[src/core/accel_cfg_map.vh]
// Register map of the sensor configuration bank.
// Assumes word-wide APB access; byte address is four times each index.
`ifndef ACCEL_CFG_MAP_VH
`define ACCEL_CFG_MAP_VH

// Register indices
`define IDX_RATE_FILTER 8'h40
`define IDX_RANGE 8'h41
`define IDX_AUX_POLL 8'h44
`define IDX_DOWNSAMPLE 8'h45
`define IDX_THR_LOW 8'h46
`define IDX_THR_HIGH 8'h47
`define IDX_FILL_LOW 8'h24
`define IDX_FILL_HIGH 8'h25
`define IDX_IRQ_STATUS 8'h50
`define IDX_IRQ_MASK 8'h51

// Reset values
`define RST_RATE_FILTER 8'ha8
`define RST_RANGE 8'h01
`define RST_AUX_POLL 8'h46
`define RST_DOWNSAMPLE 8'h80
`define RST_THR_LOW 8'h00
`define RST_THR_HIGH 8'h02

// Writable bits
`define WMASK_RANGE 8'h03
`define WMASK_DOWNSAMPLE 8'hf0
`define WMASK_THR_HIGH 8'h1f
`define WMASK_IRQ 8'h03

// Field positions
`define PERF_BIT 7
`define BW_HI 6
`define BW_LO 4
`define RATE_HI 3
`define RATE_LO 0
`define FILT_BIT 7
`define DOWNS_HI 6
`define DOWNS_LO 4
`define IRQ_WTM_BIT 0
`define IRQ_CODE_BIT 1

// Rate and bandwidth code limits
`define ACCEL_RATE_MAX 4'hc
`define AUX_RATE_MAX 4'hb
`define BW_CONT_MAX 3'h2

// Timing: trigger offset step and clock rate
`define AUX_STEP_US 2500
`define CLOCK_MHZ 250

`endif

[src/core/accel_cfg_regs.v]
// Configuration register bank of a three-axis acceleration sensor, APB.
// Assumes fifo_fill and the sample and poll strobes are synchronous.

`include "accel_cfg_map.vh"

module accel_cfg_regs #(
	parameter ADDR_W = 12,
	parameter FILL_W = 14,
	parameter AUX_STEP_CYCLES = `AUX_STEP_US * `CLOCK_MHZ
) (
	// Clock and reset
	input wire clock,
	input wire rst_b,
	// APB slave
	input wire psel,
	input wire penable,
	input wire pwrite,
	input wire [ADDR_W-1:0] paddr,
	input wire [31:0] pwdata,
	output wire pready,
	output reg [31:0] prdata,
	output wire pslverr,
	// Interrupt
	output wire irq,
	// FIFO side
	input wire [FILL_W-1:0] fifo_fill,
	input wire accel_sample_valid,
	output reg fifo_write_strobe,
	output reg fifo_use_filtered,
	output reg watermark_reached,
	// Accelerometer filter and range control
	output reg [3:0] accel_rate_code,
	output reg accel_rate_valid,
	output reg continuous_filter,
	output reg four_times_oversample,
	output reg two_times_oversample,
	output reg normal_filter,
	output reg [2:0] average_log2,
	output reg bandwidth_valid,
	output reg [1:0] full_scale_code,
	// Auxiliary sensor sequencing
	input wire aux_poll_tick,
	output reg [3:0] aux_rate_code,
	output reg aux_rate_valid,
	output reg aux_trigger,
	output reg aux_readout
);

	localparam AUX_IDLE = 2'd0;
	localparam AUX_WAIT = 2'd1;
	localparam AUX_TRIG = 2'd2;
	// Step count cut to the counter width on purpose; 20 bits hold 2.5 ms
	localparam [31:0] STEP_FULL = AUX_STEP_CYCLES - 1;
	localparam [19:0] STEP_LAST = STEP_FULL[19:0];

	// Rate code usable: nonzero and not above the limit
	function rate_ok;
		input [3:0] code;
		input [3:0] max_code;
		begin
			rate_ok = (code != 4'h0) && (code <= max_code);
		end
	endfunction

	// Bandwidth code reserved: continuous mode above normal filtering
	function bw_reserved;
		input perf;
		input [2:0] bw;
		begin
			bw_reserved = perf && (bw > `BW_CONT_MAX);
		end
	endfunction

	// Continuous-mode filter selection matches the given code
	function cont_pick;
		input perf;
		input [2:0] bw;
		input [2:0] code;
		begin
			cont_pick = perf && (bw == code);
		end
	endfunction

	reg [7:0] rate_filter_q;
	reg [7:0] range_q;
	reg [7:0] aux_poll_q;
	reg [7:0] downsample_q;
	reg [7:0] thr_low_q;
	reg [7:0] thr_high_q;
	reg [7:0] irq_status_q;
	reg [7:0] irq_mask_q;
	reg [7:0] irq_status_d;
	reg wtm_level_q;
	reg [6:0] downs_cnt_q;
	reg [1:0] aux_state_q;
	reg [19:0] step_cnt_q;
	reg [3:0] steps_left_q;
	reg [7:0] rd_word;
	reg rd_hit;

	wire [7:0] idx;
	wire setup;
	wire wr_access;
	wire [7:0] wbyte;
	wire [12:0] watermark;
	wire wtm_level;
	wire bad_code_write;
	wire [6:0] downs_mask;
	wire [3:0] aux_offset;
	wire wtm_rise;
	wire [7:0] clear_bits;

	// Word index; the two low address bits are ignored
	assign idx = paddr[9:2];
	assign setup = psel && !penable;
	assign wr_access = psel && penable && pwrite;
	assign wbyte = pwdata[7:0];
	// No wait states: every access ends after one access cycle
	assign pready = 1'b1;
	assign watermark = {thr_high_q[4:0], thr_low_q};
	assign wtm_level = ({{(FILL_W-13){1'b0}}, watermark} <= fifo_fill);
	assign aux_offset = aux_poll_q[7:4];
	assign irq = |(irq_status_q & irq_mask_q);
	// Only a fresh crossing sets the flag, so a clear is not undone at once
	assign wtm_rise = wtm_level && !wtm_level_q;
	assign clear_bits = (wr_access && idx == `IDX_IRQ_STATUS) ?
		(wbyte & `WMASK_IRQ) : 8'h00;

	// Write of a reserved rate or bandwidth code to either config register
	assign bad_code_write = wr_access && (
		(idx == `IDX_RATE_FILTER && (!rate_ok(wbyte[3:0], `ACCEL_RATE_MAX) ||
			bw_reserved(wbyte[`PERF_BIT], wbyte[6:4]))) ||
		(idx == `IDX_AUX_POLL && !rate_ok(wbyte[3:0], `AUX_RATE_MAX)));

	// Read decode
	always @* begin
		rd_hit = 1'b1;
		rd_word = 8'h00;
		case (idx)
			`IDX_RATE_FILTER: rd_word = rate_filter_q;
			`IDX_RANGE: rd_word = range_q;
			`IDX_AUX_POLL: rd_word = aux_poll_q;
			`IDX_DOWNSAMPLE: rd_word = downsample_q;
			`IDX_THR_LOW: rd_word = thr_low_q;
			`IDX_THR_HIGH: rd_word = thr_high_q;
			`IDX_FILL_LOW: rd_word = fifo_fill[7:0];
			`IDX_FILL_HIGH: rd_word = {2'b00, fifo_fill[13:8]};
			`IDX_IRQ_STATUS: rd_word = irq_status_q;
			`IDX_IRQ_MASK: rd_word = irq_mask_q;
			default: rd_hit = 1'b0;
		endcase
	end

	reg hit_q;
	assign pslverr = psel && penable && !hit_q;

	// Read data is captured in the setup cycle, valid in access
	always @(posedge clock) begin
		if (!rst_b) begin
			prdata <= 32'h0000_0000;
		end else if (setup) begin
			prdata <= {24'h00_0000, rd_word};
		end
	end

	// Unmapped index remembered for the error answer in access
	always @(posedge clock) begin
		if (!rst_b) begin
			hit_q <= 1'b0;
		end else if (setup) begin
			hit_q <= rd_hit;
		end
	end

	// Configuration registers; reserved codes are kept and flagged
	always @(posedge clock) begin
		if (!rst_b) begin
			rate_filter_q <= `RST_RATE_FILTER;
			range_q <= `RST_RANGE;
			aux_poll_q <= `RST_AUX_POLL;
			downsample_q <= `RST_DOWNSAMPLE;
			thr_low_q <= `RST_THR_LOW;
			thr_high_q <= `RST_THR_HIGH;
			irq_mask_q <= 8'h00;
		end else if (wr_access) begin
			case (idx)
				`IDX_RATE_FILTER: rate_filter_q <= wbyte;
				`IDX_RANGE: range_q <= wbyte & `WMASK_RANGE;
				`IDX_AUX_POLL: aux_poll_q <= wbyte;
				`IDX_DOWNSAMPLE:
					downsample_q <= wbyte & `WMASK_DOWNSAMPLE;
				`IDX_THR_LOW: thr_low_q <= wbyte;
				`IDX_THR_HIGH:
					thr_high_q <= wbyte & `WMASK_THR_HIGH;
				`IDX_IRQ_MASK: irq_mask_q <= wbyte & `WMASK_IRQ;
				default: ;
			endcase
		end
	end

	// Sticky status: set wins over write-one-to-clear
	always @* begin
		irq_status_d = irq_status_q & ~clear_bits;
		if (wtm_rise)
			irq_status_d[`IRQ_WTM_BIT] = 1'b1;
		if (bad_code_write)
			irq_status_d[`IRQ_CODE_BIT] = 1'b1;
	end

	always @(posedge clock) begin
		if (!rst_b) begin
			irq_status_q <= 8'h00;
		end else begin
			irq_status_q <= irq_status_d;
		end
	end

	// Watermark level, registered for the edge detector and the output
	always @(posedge clock) begin
		if (!rst_b) begin
			wtm_level_q <= 1'b0;
			watermark_reached <= 1'b0;
		end else begin
			wtm_level_q <= wtm_level;
			watermark_reached <= wtm_level;
		end
	end

	// Decoded accelerometer controls; they settle one clock after a write
	always @(posedge clock) begin
		if (!rst_b) begin
			accel_rate_code <= 4'h0;
			accel_rate_valid <= 1'b0;
			continuous_filter <= 1'b0;
			four_times_oversample <= 1'b0;
			two_times_oversample <= 1'b0;
			normal_filter <= 1'b0;
			average_log2 <= 3'h0;
			bandwidth_valid <= 1'b0;
		end else begin
			accel_rate_code <= rate_filter_q[`RATE_HI:`RATE_LO];
			accel_rate_valid <= rate_ok(rate_filter_q[3:0],
				`ACCEL_RATE_MAX);
			continuous_filter <= rate_filter_q[`PERF_BIT];
			four_times_oversample <= cont_pick(rate_filter_q[`PERF_BIT],
				rate_filter_q[6:4], 3'h0);
			two_times_oversample <= cont_pick(rate_filter_q[`PERF_BIT],
				rate_filter_q[6:4], 3'h1);
			normal_filter <= cont_pick(rate_filter_q[`PERF_BIT],
				rate_filter_q[6:4], 3'h2);
			// Averaging depth forced to none in continuous mode
			average_log2 <= rate_filter_q[`PERF_BIT] ? 3'h0 :
				rate_filter_q[`BW_HI:`BW_LO];
			bandwidth_valid <= !bw_reserved(rate_filter_q[`PERF_BIT],
				rate_filter_q[6:4]);
		end
	end

	// Range, auxiliary rate and FIFO data selection
	always @(posedge clock) begin
		if (!rst_b) begin
			full_scale_code <= 2'h0;
			aux_rate_code <= 4'h0;
			aux_rate_valid <= 1'b0;
			fifo_use_filtered <= 1'b0;
		end else begin
			full_scale_code <= range_q[1:0];
			aux_rate_code <= aux_poll_q[3:0];
			// Reserved poll codes are stored but never start a poll
			aux_rate_valid <= rate_ok(aux_poll_q[3:0],
				`AUX_RATE_MAX);
			fifo_use_filtered <= downsample_q[`FILT_BIT];
		end
	end

	// FIFO downsampling: pass one sample in 2**n
	// Counter advances only on valid samples and starts at zero, so the first sample after reset passes
	assign downs_mask = (7'h7f >> (3'h7 - downsample_q[`DOWNS_HI:`DOWNS_LO]));

	always @(posedge clock) begin
		if (!rst_b) begin
			downs_cnt_q <= 7'h00;
			fifo_write_strobe <= 1'b0;
		end else begin
			fifo_write_strobe <= 1'b0;
			if (accel_sample_valid) begin
				fifo_write_strobe <= ((downs_cnt_q & downs_mask) ==
					7'h00);
				downs_cnt_q <= downs_cnt_q + 7'h01;
			end
		end
	end

	// Auxiliary trigger and readout sequencing
	// Poll ticks arriving while a wait runs are dropped
	always @(posedge clock) begin
		if (!rst_b) begin
			aux_state_q <= AUX_IDLE;
			step_cnt_q <= 20'h0_0000;
			steps_left_q <= 4'h0;
			aux_trigger <= 1'b0;
			aux_readout <= 1'b0;
		end else begin
			aux_trigger <= 1'b0;
			aux_readout <= 1'b0;
			case (aux_state_q)
				AUX_IDLE: begin
					if (aux_poll_tick && aux_rate_valid) begin
						if (aux_offset == 4'h0) begin
							aux_readout <= 1'b1;
							aux_state_q <= AUX_TRIG;
						end else begin
							aux_trigger <= 1'b1;
							steps_left_q <= aux_offset;
							step_cnt_q <= 20'h0_0000;
							aux_state_q <= AUX_WAIT;
						end
					end
				end
				AUX_WAIT: begin
					if (step_cnt_q == STEP_LAST) begin
						step_cnt_q <= 20'h0_0000;
						steps_left_q <= steps_left_q - 4'h1;
						if (steps_left_q == 4'h1) begin
							aux_readout <= 1'b1;
							aux_state_q <= AUX_IDLE;
						end
					end else begin
						step_cnt_q <= step_cnt_q + 20'h0_0001;
					end
				end
				// Offset zero: readout came first, trigger follows at once
				AUX_TRIG: begin
					aux_trigger <= 1'b1;
					aux_state_q <= AUX_IDLE;
				end
				default: aux_state_q <= AUX_IDLE;
			endcase
		end
	end

endmodule // accel_cfg_regs

[config.mk]
export PLATFORM = sky130hd
export DESIGN_NAME = accel_cfg_regs
export DESIGN_NICKNAME = d
export VERILOG_FILES = /design/src/core/accel_cfg_regs.v
export VERILOG_INCLUDE_DIRS = /design/src /design/src/core
export SDC_FILE = /design/constraint.sdc
export NUM_CORES = 1
export LEC_CHECK = 0
export ABC_AREA = 1
export ABC_CLOCK_PERIOD_IN_PS = 3200
export BUFFER_PORTS_ARGS = -buffer_cell sky130_fd_sc_hd__buf_2
export CAP_MARGIN = 20
export CORE_MARGIN = 2
export CORE_UTILIZATION = 25
export CTS_BUF_LIST = sky130_fd_sc_hd__clkbuf_2 sky130_fd_sc_hd__clkbuf_4 sky130_fd_sc_hd__clkbuf_8
export CTS_CLUSTER_DIAMETER = 30
export DETAILED_ROUTE_END_ITERATION = 12
export PLACE_DENSITY = 0.4
export SLEW_MARGIN = 30
export SYNTH_ARGS = -nofsm -noshare
export SYNTH_HDL_FRONTEND = slang
export SYNTH_SLANG_ARGS = --single-unit
[constraint.sdc]
create_clock -name clock -period 3.2 [get_ports clock]
set_input_delay 0.64 -clock clock [delete_from_list [all_inputs] [get_ports clock]]
set_output_delay 0.64 -clock clock [all_outputs]
set_load 0.1 [all_outputs]
Word-level counts from Yosys, hierarchy flattened
Cells that the tools add are included.
- flip-flop bits (word level): 112
- bits in latches: 0
- memory bits (writable): 0
- bits in read-only memories: 0
- bits of input ports: 65
- logic and storage cells: 142
- memories kept: 0
- $add $sub $neg: 4
- multiply operators: 0
- div/mod/pow operators: 0
- order comparisons: 7
- equality and inequality tests: 20
- shift-type cells: 1
- multiplexer cells: 26
- bitwise logic cells: 5
- reduce and logical (&&, ||, !) cells: 49
- operator list (kind ; count):
    $pmux W8 S10 ; 1
    $eq A8 B7 Y1 const B ; 8
    $mux W20 ; 3
    $pmux W20 S2 ; 1
    $add A20 B1 Y20 const B ; 1
    $eq A20 B20 Y1 const B ; 1
    $logic_and A1 B1 Y1 ; 19
    $eq A8 B6 Y1 const B ; 2
    $le A4 B4 Y1 const B ; 4
    $reduce_and A2 Y1 ; 8
    $le A13 B14 Y1 ; 1
    $mux W4 ; 3
    $reduce_bool A4 Y1 ; 3
    $mux W2 ; 5
    $reduce_or A10 Y1 ; 1
    $mux W1 ; 9
    $and A8 B2 Y8 ; 1
    $and A8 B8 Y8 ; 1
    $ne A2 B2 Y1 const B ; 4
    $not A2 Y8 ; 1
    $pmux W4 S2 ; 1
    $reduce_or A8 Y1 ; 1
    $add A7 B1 Y7 const B ; 1
    $and A7 B7 Y7 ; 1
    22 further kinds ; 31

Longest topological paths before layout
- depth after elaboration: 8
- gate-level depth with buffers: 11

Worst setup path after synthesis
Ideal clock, no wire load.
- path kind: input-to-output
- start: input psel
- end: output pslverr
- arrival: 1938 ps
- data required time: 2560 ps
- slack: 622 ps
- cell stages on the path: 2
- path buffers: 0
- path through: nand2_1 nor2_1
- longest elaborated chain between the ends: 2
- ends and longest elaborated chain (what ; line ; source):
    start: declaration ; accel_cfg_regs.v:15 ; input wire psel,
    $logic_and A1 B1 Y1 (2 in a row) ; accel_cfg_regs.v:155 ; assign pslverr = psel && penable && !hit_q;
    end: declaration ; accel_cfg_regs.v:22 ; output wire pslverr,
No other way between the ends.

Final worst setup path
- start: register irq_status_q[1]
- end: output irq
- longest elaborated chain between the ends: 2
- ends and longest elaborated chain (what ; line ; source):
    start: declaration ; accel_cfg_regs.v:90 ; reg [7:0] irq_status_q;
    start signal: assignment ; accel_cfg_regs.v:214 ; irq_status_q <= irq_status_d;
    $and A8 B2 Y8 ; accel_cfg_regs.v:123 ; assign irq = |(irq_status_q & irq_mask_q);
    $reduce_or A8 Y1 ; accel_cfg_regs.v:123 ;
    end: declaration ; accel_cfg_regs.v:24 ; output wire irq,
No other way between the ends.

==> flow_results.org <==
** Placed design
- Global placer's final weighted congestion :: 0.766
- OpenSTA, run right after detailed placement, puts the worst setup slack at 829 ps.
- HPWL Detailed :: 11.6 mm
- Number of port buffers :: 71
- Counting tap cells, the placed design contains a total of 1,094 instances.

** Synth
- The synthesized design devotes to its leading area cell type 39.0% of total area.
- Number of cells produced by synthesis :: 759
- Largest cells by area after synthesis :: sky130_fd_sc_hd__dfxtp_1 39%, sky130_fd_sc_hd__nand2_1 8.3%, sky130_fd_sc_hd__inv_1 6.6%
- Yosys Warn Count :: 0
- In this run, synthesis inferred 0 flip-flops with an integrated enable.
- Seq/Total Area, Yosys :: 39.0%
- In this run, distinct cell masters in the synthesized netlist total 41.
- Summing every instance area after synthesis gives 5450 sq um.
- The biggest area contributor in the post-synthesis netlist is sky130_fd_sc_hd__dfxtp_1.
- Synth async-reset ratio :: 0%
- Synthesized area per cell :: 7.18 sq um
- Most used flip-flop cell after synthesis :: sky130_fd_sc_hd__dfxtp_1
- After synthesis the netlist holds a flip-flop and latch count of 106.

** Routing
- After detailed routing, the met3 layer carries 775 um of wire.
- Remaining antenna violation count :: 0
- Iteration-0 DRC Markers :: 323
- For this run, design rule violations remaining after detail routing come to 0.
- The detailed router put a total of 8.05 mm of wire on met1.
- The routed layout has 4,850 vias.
- WL met2 :: 6.47 mm
- The highest metal layer carrying signal wires in the routed design is met4.
- Wire length per cell :: 13.9 um
- In the routed layout, each cell is associated on average with a via count of 4.37.
- Final WL :: 15.5 mm
- Pre-antenna DRT Iters :: 5

** Worst hold path
- Along the worst hold path, the cell count comes to 1.
- For hold timing, the worst endpoint is four_times_oversample$_SDFF_PN0_.
- The startpoint identified for the worst hold timing path is rate_filter_q[4]$_SDFFE_PN0P_.
- The worst hold path belongs to the class register to register.

** Status
- The flow ran to the end, and the final reports show no timing, DRC or antenna violations.

** Clock network
- The tree is rooted in a sky130_fd_sc_hd__clkbuf_8.
- Buffers inserted by post-CTS timing repair :: 0
- Worst-path clk slew :: 130 ps
- Resized Gates After CTS :: 0
- In this run, post-CTS hold repair placed 0 buffers.
- Clock buffer count from CTS :: 9
- No sink is reached through more buffers than the 2 on the longest clock path.
- The H-tree was split into 3 levels.
- The clock drives 106 sinks.
- Worst-skew pair later-pin latency :: 410 ps
- TritonCTS built the clock tree.

** Floorplan
- The die is 152 um wide.
- Number of top-level design ports :: 125
- The core region is 21,600 sq um.
- The floorplan step set the die height to 152 um.
- For this configuration, the core starts out at a cell density of 25.2%.
- The floorplan step defined a die boundary enclosing 23,000 sq um.
- Row generation in the floorplan step produced 54 rows.

** Layout
- For this run, the post-layout net count is 907.
- The finished layout holds 1,110 standard cells, fillers aside.
- The area growth from synthesis to layout is 13.5%.
- The library cells used most frequently in the layout, excluding fill and tap cells, are 121 x sky130_fd_sc_hd__nand2_1, 106 x sky130_fd_sc_hd__dfxtp_1, 96 x sky130_fd_sc_hd__inv_1, 80 x sky130_fd_sc_hd__nor2_1, 71 x sky130_fd_sc_hd__buf_2.
- Leading cell type in the layout, fill and taps excluded :: sky130_fd_sc_hd__nand2_1
- Filler cell count :: 2,433
- Inserted Diodes :: 0
- Layout cells sized above 1 :: 16.6%

** Global route
- The first global-routing pass estimated 24.5 mm of wire.
- Total grt overflow :: 0
- Antenna violations before repair :: 0
- Via count of the first global-routing pass :: 4,527
- Total global routing track utilization :: 14.0%
- Entering global routing, the biggest net connects 32 pins.

** Setup path
- At the worst endpoint, the required time is 2560 ps.
- For flop-to-flop paths, the worst setup slack is 1400 ps.
- Crit path capture type :: output pin
- In this run the critical register-to-register path is launched from aux_poll_q[6]$_SDFFE_PN1P_.
- Walking the worst path, the cells encountered are a22o_1 -> buf_2.
- Critical register-to-register path endpoint :: step_cnt_q[4]$_SDFFE_PN0P_
- STA classifies the critical path startpoint as a register.
- Path depth of the worst reg2reg path :: 7
- In this run the worst path has a maximum fanout of 3.
- Critical Path AT :: 1400 ps
- On the worst path, the slowest cell contributes a delay of 420 ps.
- For this design, the slowest cell found on the critical path is sky130_fd_sc_hd__dfxtp_1.
- CP Class :: register to output pin

** Timing
- The number of hold violations in the final report came to 0.
- Fmax :: 491 MHz
- Setup repair after global routing left no endpoint under its margin.
- Final setup vio count :: 0
- Total negative slack :: 0 ps
- Headroom to the max-slew limit came out at 48.3%.
- Number of slew-limit violations in the final report :: 0
- Min Clock Period, post-route :: 2040 ps
- Final clock period utilization by the worst path :: 63.7%
- Final worst slack :: 1160 ps
- For the pin with the worst max-slew slack, the measured transition is 774 ps.
- For the final database, setup skew stands at 27.9 ps.
- The tightest hold path in the finished design has a slack of 454 ps.

** Power
- Dividing total power by cell area gives a power density of 447 nW/um^2.
- The design draws 2.76 mW.
- For this design the static power due to leakage is 2.68 nW.
- Peak VDD IR :: 0.241 mV

** Run
- Max-cap violations in this run came to 0.
-- layout make-up --
class | instances | area [sq um] | area share, %
inverter | 108 | 405 | 6.56
multi-input combinational | 524 | 2700 | 43.7
timing repair buffer | 76 | 393 | 6.36
clock buffer | 10 | 138 | 2.23
tap | 280 | 350 | 5.67
clock inverter | 6 | 71.3 | 1.15
sequential | 106 | 2120 | 34.3
-- synth_stat cells, types with 4 or more instances --
cell / n
sky130_fd_sc_hd__nor3b_1: 4
sky130_fd_sc_hd__o211ai_1: 10
sky130_fd_sc_hd__nand2_1: 121
sky130_fd_sc_hd__nor3_1: 15
sky130_fd_sc_hd__xor2_1: 9
sky130_fd_sc_hd__a21oi_1: 63
sky130_fd_sc_hd__o21ai_0: 43
sky130_fd_sc_hd__buf_2: 4
sky130_fd_sc_hd__nor2_2: 7
sky130_fd_sc_hd__nand3_1: 69
sky130_fd_sc_hd__inv_1: 96
sky130_fd_sc_hd__buf_6: 5
sky130_fd_sc_hd__nand4_1: 9
sky130_fd_sc_hd__o21ai_1: 11
sky130_fd_sc_hd__dfxtp_1: 106
sky130_fd_sc_hd__nor2_1: 80
sky130_fd_sc_hd__buf_4: 26
sky130_fd_sc_hd__ha_1: 17
sky130_fd_sc_hd__nand2_2: 11
sky130_fd_sc_hd__clkbuf_1: 8
sky130_fd_sc_hd__inv_2: 11
sky130_fd_sc_hd__nor2_4: 4
-- flip-flops by register name, indices dropped and copies added, names as in the netlist, 3 cells and up --
signal,cells
step_cnt_q,20
thr_high_q,5
prdata,8
rate_filter_q,8
aux_poll_q,8
thr_low_q,8
downs_cnt_q,7
steps_left_q,4
aux_rate_code,4
downsample_q,4
accel_rate_code,4
average_log2,3
-- per-layer routing --
layer / track usage [%] / vias up
met5: 0 / -
met1: 20.8 / 2173
met2: 20.3 / 110
met3: 2.72 / 13
met4: 3.94 / 0
li1: - / 2554
-- worst max-delay path: cells and delay by family (launching register included) --
family	cells	cell delay (ps)
buffers and inverters	1	420
flip-flops	1	420
AO/OA/AOI/OAI	1	150
-- worst max path at each step --
stage                          startpoint                           end  slack, ps  cells after the start
6_report       irq_status_q[1]$_SDFF_PN0_                           irq       1160                      2
5_1_grt        irq_status_q[1]$_SDFF_PN0_                           irq       1120                      2
4_1_cts        irq_status_q[1]$_SDFF_PN0_                           irq       1140                      2
3_5_place_dp                        rst_b  fifo_write_strobe$_SDFF_PN0_        830                      5
3_3_place_gp                        rst_b  fifo_write_strobe$_SDFF_PN0_        850                      5
2_1_floorplan                        psel                       pslverr        620                      2
-- cell families after synthesis --
group / count (synthesis) / share of synthesized area (%)
buffers and inverters: 152 / 13.0
AOI/OAI and AO/OA: 138 / 13.7
xor gates and xnor gates: 11 / 1.77
DFF: 106 / 39.0
other: 2 / 0.138
and+or+nand+nor: 333 / 28.5
adders and majority gates: 17 / 3.90
-- power by group --
part | switching [mW] | leakage (nW) | total (mW) | internal, mW
clock | 0.537 | 0.105 | 0.931 | 0.394
combinational | 0.379 | 1.72 | 0.467 | 0.0882
sequential | 0.0182 | 0.861 | 1.36 | 1.35
total | 0.934 | 2.68 | 2.76 | 1.83
-- through the flow --
step	utilization, %	area (sq um)
after global placement	27.6	5970
after detailed placement	27.6	5970
final	28.6	6180
after floorplan	-	5530
after global routing	28.6	6180
after CTS	28.6	6180
Power figures use the tool's default switching activity.
